==> src/csp_pkg.sv <==
// package: register map, fields and types for the chip-select and coprocessor pin block
package csp_pkg;

    // ****************************************************************
    // register offsets (byte addresses, one 32-bit word every 4)
    // ****************************************************************
    localparam logic [7:0] CSP_REG_CTRL     = 8'h00;
    localparam logic [7:0] CSP_REG_MID_LO   = 8'h04;
    localparam logic [7:0] CSP_REG_MID_HI   = 8'h08;
    localparam logic [7:0] CSP_REG_PER_BASE = 8'h0C;
    localparam logic [7:0] CSP_REG_PER_SIZE = 8'h10;
    localparam logic [7:0] CSP_REG_STATUS   = 8'h14;
    localparam logic [7:0] CSP_REG_INT_EN   = 8'h18;
    localparam logic [7:0] CSP_REG_INT_CLR  = 8'h1C;
    localparam logic [7:0] CSP_REG_PINS     = 8'h20;

    // ****************************************************************
    // control register fields
    // ****************************************************************
    localparam int CSP_CTRL_MID_EN   = 0;
    localparam int CSP_CTRL_COPROC   = 1;
    localparam int CSP_CTRL_ADDR_OUT = 2;
    localparam logic [31:0] CSP_CTRL_RESET = 32'h0000_0000;

    // ****************************************************************
    // window layout and status bits
    // ****************************************************************
    localparam int CSP_ADDR_W   = 20;
    localparam int CSP_MID_N    = 4;
    localparam int CSP_PER_N    = 7;
    localparam int CSP_PER_LOW  = 5;
    localparam int CSP_ST_W     = 3;
    localparam int CSP_ST_EXC   = 0;
    localparam int CSP_ST_REQ   = 1;
    localparam int CSP_ST_UNMAP = 2;
    localparam logic [7:0] CSP_EXC_VECTOR = 8'h10;   // interrupt type 16
    localparam logic [CSP_ADDR_W-1:0] CSP_ADDR_ZERO = 20'h0_0000;

    // bus cycle as seen from the core
    typedef struct packed {
        logic                  valid;
        logic                  is_io;
        logic                  coproc;
        logic [CSP_ADDR_W-1:0] addr;
    } csp_cycle_s;

    // register port request
    typedef struct packed {
        logic        wr;
        logic        rd;
        logic [7:0]  addr;
        logic [31:0] wdata;
    } csp_reg_req_s;

endpackage

==> src/csp_top.sv <==
// chip-select decode and coprocessor handshake pins with register port
//
// Local design decisions: the placing of the registers and the strobed register port.
`timescale 1ns/1ps

// Contract
// - mid-range selects drive only when enabled by configuration.
// - mid-range selects assert only for memory cycles inside their window.
// - coprocessor mode turns three mid-range pins into the handshake.
// - exception sampled at a numeric operation start raises type 16.
// - in coprocessor mode the select pin is active on coprocessor access.
// - each of five peripheral selects asserts inside its window.
// - two extra peripheral pins may carry latched address bits 2 and 1.
module csp_top
    import csp_pkg::*;
(
    input  wire logic                  clock_i,
    input  wire logic                  rst_i,
    // register port
    input  wire logic [7:0]            reg_addr_i,
    input  wire logic [31:0]           reg_wdata_i,
    input  wire logic                  reg_wr_i,
    input  wire logic                  reg_rd_i,
    output logic      [31:0]           reg_rdata_o,
    // bus cycle from the core
    input  wire logic                  cyc_valid_i,
    input  wire logic                  cyc_is_io_i,
    input  wire logic                  cyc_coproc_i,
    input  wire logic [CSP_ADDR_W-1:0] cyc_addr_i,
    input  wire logic                  numeric_start_i,
    // pins, mid-range group (two-way on 0 and 1)
    input  wire logic                  midrange_sel0_or_coproc_request_i,
    output logic                       midrange_sel0_or_coproc_request_o,
    output logic                       midrange_sel0_or_coproc_request_oe_n_o,
    input  wire logic                  midrange_sel1_or_coproc_exception_i,
    output logic                       midrange_sel1_or_coproc_exception_o,
    output logic                       midrange_sel1_or_coproc_exception_oe_n_o,
    output logic                       midrange_sel2_n_o,
    output logic                       midrange_sel3_or_coproc_select_n_o,
    // pins, peripheral group
    output logic      [CSP_PER_LOW-1:0] peripheral_selects_n_o,
    output logic                       periph_sel5_or_latched_addr1_o,
    output logic                       periph_sel6_or_latched_addr2_o,
    // core side results
    output logic                       coproc_request_o,
    output logic                       exc_trap_o,
    output logic      [7:0]            exc_vector_o,
    output logic                       irq_o
);

    // ****************************************************************
    // registers
    // ****************************************************************
    logic [31:0]             ctrl;
    logic [CSP_ADDR_W-1:0]   mid_lo;
    logic [CSP_ADDR_W-1:0]   mid_hi;
    logic [CSP_ADDR_W-1:0]   per_base;
    logic [CSP_ADDR_W-1:0]   per_size;
    logic [CSP_ST_W-1:0]     status;
    logic [CSP_ST_W-1:0]     int_en;
    logic [CSP_ADDR_W-1:0]   latched_addr;
    logic [CSP_MID_N-1:0]    mid_sel;
    logic [CSP_PER_N-1:0]    per_sel;
    logic                    coproc_sel;
    logic                    req_prev;
    csp_cycle_s              cyc;
    csp_reg_req_s            req;

    // ****************************************************************
    // input gathering and synchronisers
    // ****************************************************************
    assign cyc = '{valid: cyc_valid_i, is_io: cyc_is_io_i,
                   coproc: cyc_coproc_i, addr: cyc_addr_i};
    assign req = '{wr: reg_wr_i, rd: reg_rd_i, addr: reg_addr_i,
                   wdata: reg_wdata_i};

    logic [1:0] pins_sync;
    logic [1:0] mode_age;

    // pins from the coprocessor are asynchronous to our clock
    csp_sync #(.W(2)) u_sync (
        .clock_i (clock_i),
        .rst_i   (rst_i),
        .async_i ({midrange_sel1_or_coproc_exception_i,
                   midrange_sel0_or_coproc_request_i}),
        .sync_o  (pins_sync)
    );

    wire mid_en   = ctrl[CSP_CTRL_MID_EN];
    wire coproc_m = ctrl[CSP_CTRL_COPROC];
    wire addr_out = ctrl[CSP_CTRL_ADDR_OUT];

    // the synchroniser still holds our own select drive for two clocks
    // after the pins turn into inputs, so that is waited out first
    always_ff @(posedge clock_i) begin
        if (rst_i) begin
            mode_age <= '0;
        end else begin
            mode_age <= {mode_age[0], coproc_m};
        end
    end

    wire pins_live = coproc_m & mode_age[1];
    wire exc_in   = pins_sync[1] & pins_live;
    wire req_in   = pins_sync[0] & pins_live;

    // ****************************************************************
    // decode helpers
    // ****************************************************************
    function automatic logic in_window(input logic [CSP_ADDR_W-1:0] a,
                                       input logic [CSP_ADDR_W-1:0] lo,
                                       input logic [CSP_ADDR_W-1:0] hi);
        in_window = (a >= lo) && (a <= hi);
    endfunction

    // mid-range space is split into four equal slices of the window
    wire [CSP_ADDR_W-1:0] mid_span  = mid_hi - mid_lo;
    wire [CSP_ADDR_W-1:0] mid_off   = cyc.addr - mid_lo;
    wire [CSP_ADDR_W-1:0] mid_slice = mid_span >> 2;
    wire [1:0] mid_idx = (mid_slice == CSP_ADDR_ZERO) ? 2'h0 :
        (mid_off / (mid_slice + 20'h0_0001) > 20'h0_0003) ? 2'h3 :
        2'(mid_off / (mid_slice + 20'h0_0001));
    wire mid_hit = cyc.valid & ~cyc.is_io & ~cyc.coproc
                 & in_window(cyc.addr, mid_lo, mid_hi);

    // peripheral blocks: seven consecutive blocks of per_size bytes
    wire [CSP_ADDR_W-1:0] per_off = cyc.addr - per_base;
    wire [CSP_ADDR_W-1:0] per_top = per_size * 20'h0_0007;
    wire per_hit = cyc.valid & ~cyc.coproc & (per_size != CSP_ADDR_ZERO)
                 & (cyc.addr >= per_base) & (per_off < per_top);
    wire [2:0] per_idx = (per_size == CSP_ADDR_ZERO) ? 3'h0 :
        3'(per_off / per_size);

    // ****************************************************************
    // select registers, active-high inside, inverted at the pins
    // ****************************************************************
    wire [CSP_MID_N-1:0] next_mid_sel =
        (mid_en & mid_hit) ? CSP_MID_N'(1) << mid_idx : '0;
    wire [CSP_PER_N-1:0] next_per_sel =
        per_hit ? CSP_PER_N'(1) << per_idx : '0;
    wire next_coproc_sel = coproc_m & cyc.valid & cyc.coproc;

    always_ff @(posedge clock_i) begin
        if (rst_i) begin
            mid_sel      <= '0;
            per_sel      <= '0;
            coproc_sel   <= 1'b0;
            latched_addr <= CSP_ADDR_ZERO;
        end else begin
            mid_sel    <= next_mid_sel;
            per_sel    <= next_per_sel;
            coproc_sel <= next_coproc_sel;
            if (cyc.valid) begin
                latched_addr <= cyc.addr;
            end
        end
    end

    // ****************************************************************
    // pin mapping
    // ****************************************************************
    // in coprocessor mode pins 0 and 1 turn into inputs (oe_n high)
    assign midrange_sel0_or_coproc_request_o      = ~mid_sel[0];
    assign midrange_sel0_or_coproc_request_oe_n_o = coproc_m | ~mid_en;
    assign midrange_sel1_or_coproc_exception_o    = ~mid_sel[1];
    assign midrange_sel1_or_coproc_exception_oe_n_o = coproc_m | ~mid_en;
    assign midrange_sel2_n_o = ~mid_sel[2];
    // pin 3 carries the coprocessor select when numerics mode is on
    assign midrange_sel3_or_coproc_select_n_o =
        coproc_m ? ~coproc_sel : ~mid_sel[3];
    assign peripheral_selects_n_o = ~per_sel[CSP_PER_LOW-1:0];
    assign periph_sel5_or_latched_addr1_o =
        addr_out ? latched_addr[1] : ~per_sel[5];
    assign periph_sel6_or_latched_addr2_o =
        addr_out ? latched_addr[2] : ~per_sel[6];

    // ****************************************************************
    // exception trap at numeric operation start
    // ****************************************************************
    wire exc_event = numeric_start_i & exc_in;
    wire req_event = req_in & ~req_prev;

    always_ff @(posedge clock_i) begin
        if (rst_i) begin
            exc_trap_o   <= 1'b0;
            exc_vector_o <= 8'h00;
            req_prev     <= 1'b0;
        end else begin
            exc_trap_o   <= exc_event;
            exc_vector_o <= exc_event ? CSP_EXC_VECTOR : 8'h00;
            req_prev     <= req_in;
        end
    end

    always_ff @(posedge clock_i) begin
        if (rst_i) begin
            coproc_request_o <= 1'b0;
        end else begin
            coproc_request_o <= req_in;
        end
    end

    // ****************************************************************
    // register port decode
    // ****************************************************************
    wire wr_ctrl  = req.wr & (req.addr == CSP_REG_CTRL);
    wire wr_mlo   = req.wr & (req.addr == CSP_REG_MID_LO);
    wire wr_mhi   = req.wr & (req.addr == CSP_REG_MID_HI);
    wire wr_pbase = req.wr & (req.addr == CSP_REG_PER_BASE);
    wire wr_psize = req.wr & (req.addr == CSP_REG_PER_SIZE);
    wire wr_inten = req.wr & (req.addr == CSP_REG_INT_EN);
    wire wr_clr   = req.wr & (req.addr == CSP_REG_INT_CLR);

    // an unmapped write is recorded as a status event rather than lost
    wire unmapped_wr = req.wr & ~(wr_ctrl | wr_mlo | wr_mhi | wr_pbase
                     | wr_psize | wr_inten | wr_clr);

    wire [CSP_ST_W-1:0] st_set = {unmapped_wr, req_event, exc_event};
    wire [CSP_ST_W-1:0] st_clr =
        wr_clr ? req.wdata[CSP_ST_W-1:0] : '0;
    // set wins over a clear in the same cycle
    wire [CSP_ST_W-1:0] next_status = (status & ~st_clr) | st_set;

    always_ff @(posedge clock_i) begin
        if (rst_i) begin
            ctrl     <= CSP_CTRL_RESET;
            mid_lo   <= CSP_ADDR_ZERO;
            mid_hi   <= CSP_ADDR_ZERO;
            per_base <= CSP_ADDR_ZERO;
            per_size <= CSP_ADDR_ZERO;
            int_en   <= '0;
            status   <= '0;
        end else begin
            if (wr_ctrl)  ctrl     <= req.wdata;
            if (wr_mlo)   mid_lo   <= req.wdata[CSP_ADDR_W-1:0];
            if (wr_mhi)   mid_hi   <= req.wdata[CSP_ADDR_W-1:0];
            if (wr_pbase) per_base <= req.wdata[CSP_ADDR_W-1:0];
            if (wr_psize) per_size <= req.wdata[CSP_ADDR_W-1:0];
            if (wr_inten) int_en   <= req.wdata[CSP_ST_W-1:0];
            status <= next_status;
        end
    end

    assign irq_o = |(status & int_en);

    // ****************************************************************
    // read mux, data one cycle after the strobe
    // ****************************************************************
    logic [31:0] rd_mux;
    always_comb begin
        unique case (req.addr)
            CSP_REG_CTRL:     rd_mux = {29'h0, ctrl[2:0]};
            CSP_REG_MID_LO:   rd_mux = {12'h000, mid_lo};
            CSP_REG_MID_HI:   rd_mux = {12'h000, mid_hi};
            CSP_REG_PER_BASE: rd_mux = {12'h000, per_base};
            CSP_REG_PER_SIZE: rd_mux = {12'h000, per_size};
            CSP_REG_STATUS:   rd_mux = {29'h0, status};
            CSP_REG_INT_EN:   rd_mux = {29'h0, int_en};
            CSP_REG_PINS:     rd_mux = {18'h0_0000, pins_sync, coproc_sel,
                                        per_sel, mid_sel};
            default:          rd_mux = 32'h0000_0000;  // write-only, unmapped
        endcase
    end

    always_ff @(posedge clock_i) begin
        if (rst_i) begin
            reg_rdata_o <= 32'h0000_0000;
        end else begin
            reg_rdata_o <= req.rd ? rd_mux : 32'h0000_0000;
        end
    end

endmodule

==> src/csp_sync.sv <==
// two-flop synchroniser for the coprocessor handshake inputs
`timescale 1ns/1ps
module csp_sync
    import csp_pkg::*;
#(
    parameter int W = 2
) (
    input  wire logic         clock_i,
    input  wire logic         rst_i,
    input  wire logic [W-1:0] async_i,
    output logic      [W-1:0] sync_o
);
    logic [W-1:0] meta;

    // ****************************************************************
    // first stage feeds only the second
    // ****************************************************************
    always_ff @(posedge clock_i) begin
        if (rst_i) begin
            meta   <= '0;
            sync_o <= '0;
        end else begin
            meta   <= async_i;
            sync_o <= meta;
        end
    end
endmodule

==> config.mk <==
export PLATFORM = sky130hd
export DESIGN_NAME = csp_top
export DESIGN_NICKNAME = d
export VERILOG_FILES = /design/src/csp_pkg.sv /design/src/csp_top.sv /design/src/csp_sync.sv
export SDC_FILE = /design/constraint.sdc
export NUM_CORES = 2
export LEC_CHECK = 0
export ABC_AREA = 0
export BUFFER_PORTS_ARGS = -buffer_cell sky130_fd_sc_hd__buf_2
export CORE_MARGIN = 2
export CORE_UTILIZATION = 35
export DETAILED_ROUTE_END_ITERATION = 12
export MAX_ROUTING_LAYER = met4
export PLACE_DENSITY = 0.46
export SYNTH_ARGS = -nofsm -noshare
export SYNTH_HDL_FRONTEND = slang
export SYNTH_SLANG_ARGS = --single-unit
==> constraint.sdc <==
create_clock -name clock_i -period 117.2 [get_ports clock_i]
set_input_delay 5.86 -clock clock_i [delete_from_list [all_inputs] [get_ports clock_i]]
set_output_delay 5.86 -clock clock_i [all_outputs]
set_load 0.01 [all_outputs]
======== After elaboration in Yosys (flattened, before gate mapping) ========
Index checks and enable logic that the tools add are counted.
Widths: inputs -> output; s select.
operators by class
  add/sub/neg operators ................... 4
  multiply operators ...................... 1
  div/mod/pow operators ................... 2
  magnitude comparators ................... 5
  equality and inequality tests ........... 8
  shift operators ......................... 2
  muxes and demuxes ....................... 9
  bitwise gates (word level) .............. 50
  reduce and logical (&&, ||, !) cells .... 9
operator list
  operator               count
  $pmux 20 s8            1
  $sub 20x20->20         3
  $div 20x20->20         2
  $ge 20x20->1           2
  $logic_not 20->1       2
  $eq 8x5->1 const B     4
  $and 1x1->1            23
  $gt 20x2->1 const B    1
  $le 20x20->1           1
  $lt 20x20->1           1
  $mul 20x3->20 const B  1
  $reduce_bool 20->1     1
  $add 18x1->19 const B  1
  $eq 8x4->1 const B     2
  $not 1->1              15
  $eq 8x3->1 const B     1
  $eq 8x6->1 const B     1
  $logic_not 8->1        1
  $or 1x1->1             7
  $shl 1x3->7 const A    1
  $and 3x3->3            2
  $mux 3                 2
  $reduce_or 2->1        3
  $mux 5                 1
  other kinds (8)        11
storage, ports and cells
  flip-flop bits (word level) ............. 152
  input port bits ......................... 70
  output and inout port bits .............. 56
  logic and storage cells ................. 108

======== Depth between registers and ports, before layout ========
  depth in word-level cells ............... 11
  mapped depth ............................ 238
  depth with buffers taken out ............ 220

======== Cells and area by module ========
A second synthesis with hierarchy kept.
second synthesis, totals
  cells, all modules ...................... 4451
  area total of the unflattened synthesis .. 32260.9 um^2
by module, submodules not included
  module    times used  cells an instance  area each (um^2)  sequential area each (um^2)
  csp_top   1           4443               32155.8           2542.4
  csp_sync  1           8                  105.1             80.1

======== Least setup slack after synthesis ========
OpenSTA, ideal clock, no wires.
  kind .................................... input to register
  start ................................... in cyc_addr_i[11]
  end ..................................... reg mid_sel[1]
  setup time .............................. 116 ps
  data arrival time ....................... 50079 ps
  required time ........................... 117084 ps
  setup slack ............................. 67005 ps
  stages .................................. 223
  buffers on the path ..................... 16
  cell sequence ........................... ha_1 > and3_1 > and2_1 > a22o_1 > a211oi_1 > o311ai_0 > a21o_1 > a21oi_1 > xnor2_1 > ha_1 > nor2_1 > nor3_1 > nand2_1 > nand2_1 > o21ai_0 > ha_1 > o21ai_0 > a21oi_1 > [... 187 more ...] > clkbuf_1 > clkbuf_1 > mux2i_1 > ha_1 > a21o_1 > a21o_1 > a21o_1 > a211oi_1 > o21ai_0 > o2111ai_1 > a21oi_1 > o21ai_0 > a211oi_1 > a211o_1 > a311oi_1 > nand3_1 > a31o_2 > and3b_1
on the way
  cells in the longest elaborated chain, start to end .. 6
  elaborated cells on any way between the ends .. 13
  those cells by class .................... add/sub (1); div (1); order compare (3); shift (1); mux (2); bitwise (3); reduce/logical (2)
ends and longest elaborated chain
  what                                                 line                                            source
  from (decl)                                          csp_top.sv:29                                   input wire logic [CSP_ADDR_W-1:0] cyc_addr_i,
  $sub 20x20->20, or another cell as far along         csp_top.sv:118                                  wire [CSP_ADDR_W-1:0] mid_off = cyc.addr - mid_lo;
  $div 20x20->20 or $logic_and 1x1->1 (tied branches)  csp_top.sv:121, csp_top.sv:122, csp_top.sv:113
  $gt 20x2->1 or $and 1x1->1 (tied branches)           csp_top.sv:121, csp_top.sv:124
  $mux 2 or $and 1x1->1 (tied branches)                csp_top.sv:121, csp_top.sv:138
  $mux 2 or $not 1->1 (tied branches)                  n/a
  $shl 1x2->4 or $reduce_or 2->1 (tied branches)       n/a
  to (signal assigned)                                 csp_top.sv:150                                  mid_sel <= next_mid_sel;
  to (decl)                                            csp_top.sv:62                                   logic [CSP_MID_N-1:0] mid_sel;
Several ways; a longest one is shown, not always the timed one.
A chain may end at the register's enable or synchronous reset.

======== Worst setup path in the final report ========
  start ................................... in cyc_addr_i[7]
  end ..................................... reg mid_sel[0]
The elaborated chain is that of the path after synthesis.

==> results.sh <==
export IMPL_status="completed"
export IMPL_numCtsBuffers=17
export IMPL_critical_path_most_common_cell="o21a_1"
export IMPL_cts_setup_buffers=0
export IMPL_ys_flop_type="dfxtp_1"
export IMPL_final_hold_viol_count=0
export IMPL_setup_viol=0
export IMPL_rows=111
export IMPL_area_growth_pct=7.75
export IMPL_wl_per_cell_um=20.5
export IMPL_worst_path_max_fanout=30
export IMPL_crit_type="in -> reg"
export IMPL_finClkSkew_ns=0.0136
export IMPL_drive_gt1_frac=0.0871
export IMPL_worst_pin_slew_ns=1.08
export IMPL_synth_edf_count=0
export IMPL_dpl_cell_area_um2=34400
export IMPL_io_buffers=94
export IMPL_cts_buffer_depth=2
export IMPL_antenna_found_initial=10
export IMPL_dr_pass1_iters=8
export IMPL_synth_top_area_cell="ha_1"
export IMPL_finalWeightedCongestion=0.893
export IMPL_dr_total_vias=33007
export IMPL_synth_top_area_frac=0.214
export IMPL_seq_area_frac_synth=0.0806
export IMPL_slew_viol_final=0
export IMPL_postCtsHoldBufs=0
export IMPL_synth_distinct_cells=126
export IMPL_grt_pass1_wl_um=185000
export IMPL_yosysMostFrequentCell="ha_1"
export IMPL_pin_count=126
export IMPL_worst_slack_ns=57.39
export IMPL_clockRootBuffer="clkbuf_16"
export IMPL_cp_start_kind="input port"
export IMPL_place_ws_ns=57.21
export IMPL_fmax_mhz=16.7
export IMPL_grt_usage=0.254
export IMPL_dieArea_um2=95400
export IMPL_crit_path_end_kind="flop"
export IMPL_period_needed_ns=59.81
export IMPL_synthCells=4537
export IMPL_cap_violations=0
export IMPL_drcViolationCount=0
export IMPL_yosys_warnings=0
export IMPL_initial_core_util=0.354
export IMPL_nets=5215
export IMPL_synthTopCellsByArea="ha_1 21%, dfxtp_1 8.1%, nand2_1 5.9%, a21oi_1 5.3%, nor2_1 4.5%"
export IMPL_cts_sinks=131
export IMPL_first_iter_violations=2026
export IMPL_die_y_um=309
export IMPL_fin_area_um2=35100
export IMPL_coreArea_um2=91900
export IMPL_cts_tree="yes"
export IMPL_grt_start_max_net_pins=70
export IMPL_die_w_um=309
export IMPL_syn_avg_cell_area_um2=7.17
export IMPL_arrival_ns=60.15
export IMPL_wl_um=120000
export IMPL_hold_class="reg -> reg"
export IMPL_htree_num_levels=4
export IMPL_synth_area_um2=32500
export IMPL_crit_required_ns=117.54
export IMPL_post_cts_resized=0
export IMPL_max_stage_delay_ns=0.88
export IMPL_clk_pin_slew_ns=0.06
export IMPL_cp_slowest_cell="o31ai_1"
export IMPL_yosys_top_cells_count="557 x ha_1, 508 x nand2_1, 394 x nor2_1"
export IMPL_synth_seq_cells=131
export IMPL_async_reset_ff_frac=0
export IMPL_fin_tns_setup_ns=0
export IMPL_fin_crit_sh=0.510
export IMPL_overflow=0
export IMPL_slew_headroom=0.258
export IMPL_dp_hpwl_um=98600
export IMPL_clock_latency_ns=0.45
export IMPL_ant_nets=0
export IMPL_grt_pass1_vias=31825
export IMPL_viasPerCell=5.66
export IMPL_rsz0062_at_grt="no"
[kinds of logic (layout without fill, tap and decap cells)]
logic type / count (synthesis) / after routing / share of synthesized area
AO/OA/AOI/OAI: 1370 / 1370 / 0.285
XOR/XNOR: 255 / 255 / 0.0695
adder cells (fa/ha/maj): 577 / 577 / 0.226
buffers and inverters: 412 / 437 / 0.0513
flip-flops: 131 / 131 / 0.0806
multiplexers: 114 / 114 / 0.0382
other: 1 / 29 / 0.000115
AND/OR/NAND/NOR: 1677 / 1677 / 0.249
[per-stage QoR]
| stage | std cells | util | hold slack [ns] |
|---|---|---|---|
| 2_1_floorplan | 4555 | - | 0.414 |
| 3_3_place_gp | 5792 | 0.374 | 0.425 |
| 3_5_place_dp | 5792 | 0.374 | 0.424 |
| 4_1_cts | 5823 | 0.381 | 0.445 |
| 5_1_grt | 5832 | 0.381 | 0.465 |
| 6_report | 5833 | 0.381 | 0.439 |
[flip-flops by register name, indices dropped and copies added, names as in the netlist, 4 cells and up]
signal       flops
per_size        20
reg_rdata_o     20
mid_hi          20
per_base        20
mid_sel          4
per_sel          7
mid_lo          20
[critical path: cells and delay by family]
kind                       cells  cell delay (ns)
AOI/OAI and AO/OA            123            30.08
and+or+nand+nor               52            12.82
adders and majority gates     21             6.62
muxes                         10             3.54
buffers and inverters          4             0.98
xor gates and xnor gates       1             0.18
[layer usage]
metal	GRT usage	vias up	wire, um
met4	0.0657	0	3020
met1	0.305	15520	53100
li1	-	16807	-
met2	0.457	564	59900
met5	-	-	0
met3	0.0156	116	3440
[path summary, 6_finish.rpt]
check,to,cells past startpoint,startpoint,slack (ns)
worst max-delay path,mid_sel[0],211,cyc_addr_i[7],57.39
worst min-delay path,u_sync.sync_o[0],1,u_sync.meta[0],0.44
worst min register to register,u_sync.sync_o[0],1,u_sync.meta[0],0.44
worst max register to register,mid_sel[0],210,mid_lo[5],61.98
[cell usage in the layout (no fill, tap or decap), types with 15 or more instances in the layout]
cell type and instances:
ha_1 557, nand2_1 508, nor2_1 392, a21oi_1 345, inv_1 253, o21ai_0 224
nor3_1 201, o21a_1 167, xnor2_1 146, a21o_1 137, dfxtp_1 131, nand3_1 104
xor2_1 103, buf_2 93, mux2_2 78, a31oi_1 65, and3_1 61, nand4_1 59
buf_4 58, or3_1 53, or2_2 52, nor2b_1 51, nand2b_1 43, and2_1 41
o211ai_1 34, a22oi_1 34, mux2i_1 34, o31ai_1 31, a211oi_1 29, o21bai_1 26
a211o_1 22, fa_1 20, and4_1 19, conb_1 19, a21boi_0 17, o21ai_1 17
nor4_1 17, clkbuf_16 17, or4_1 15
[area by class of cell]
class | count | area [um2]
tap | 1243 | 1560
inverter | 255 | 957
antenna | 10 | 25.0
clock inverter | 12 | 179
multi-input combinational | 4012 | 28400
fill | 9972 | 56900
timing repair buffer | 151 | 901
clock buffer | 19 | 453
sequential | 131 | 2620
Power is left out: the tool's default activity adds up to more than one toggle a clock period on the data nets, which glitch-free logic cannot reach.
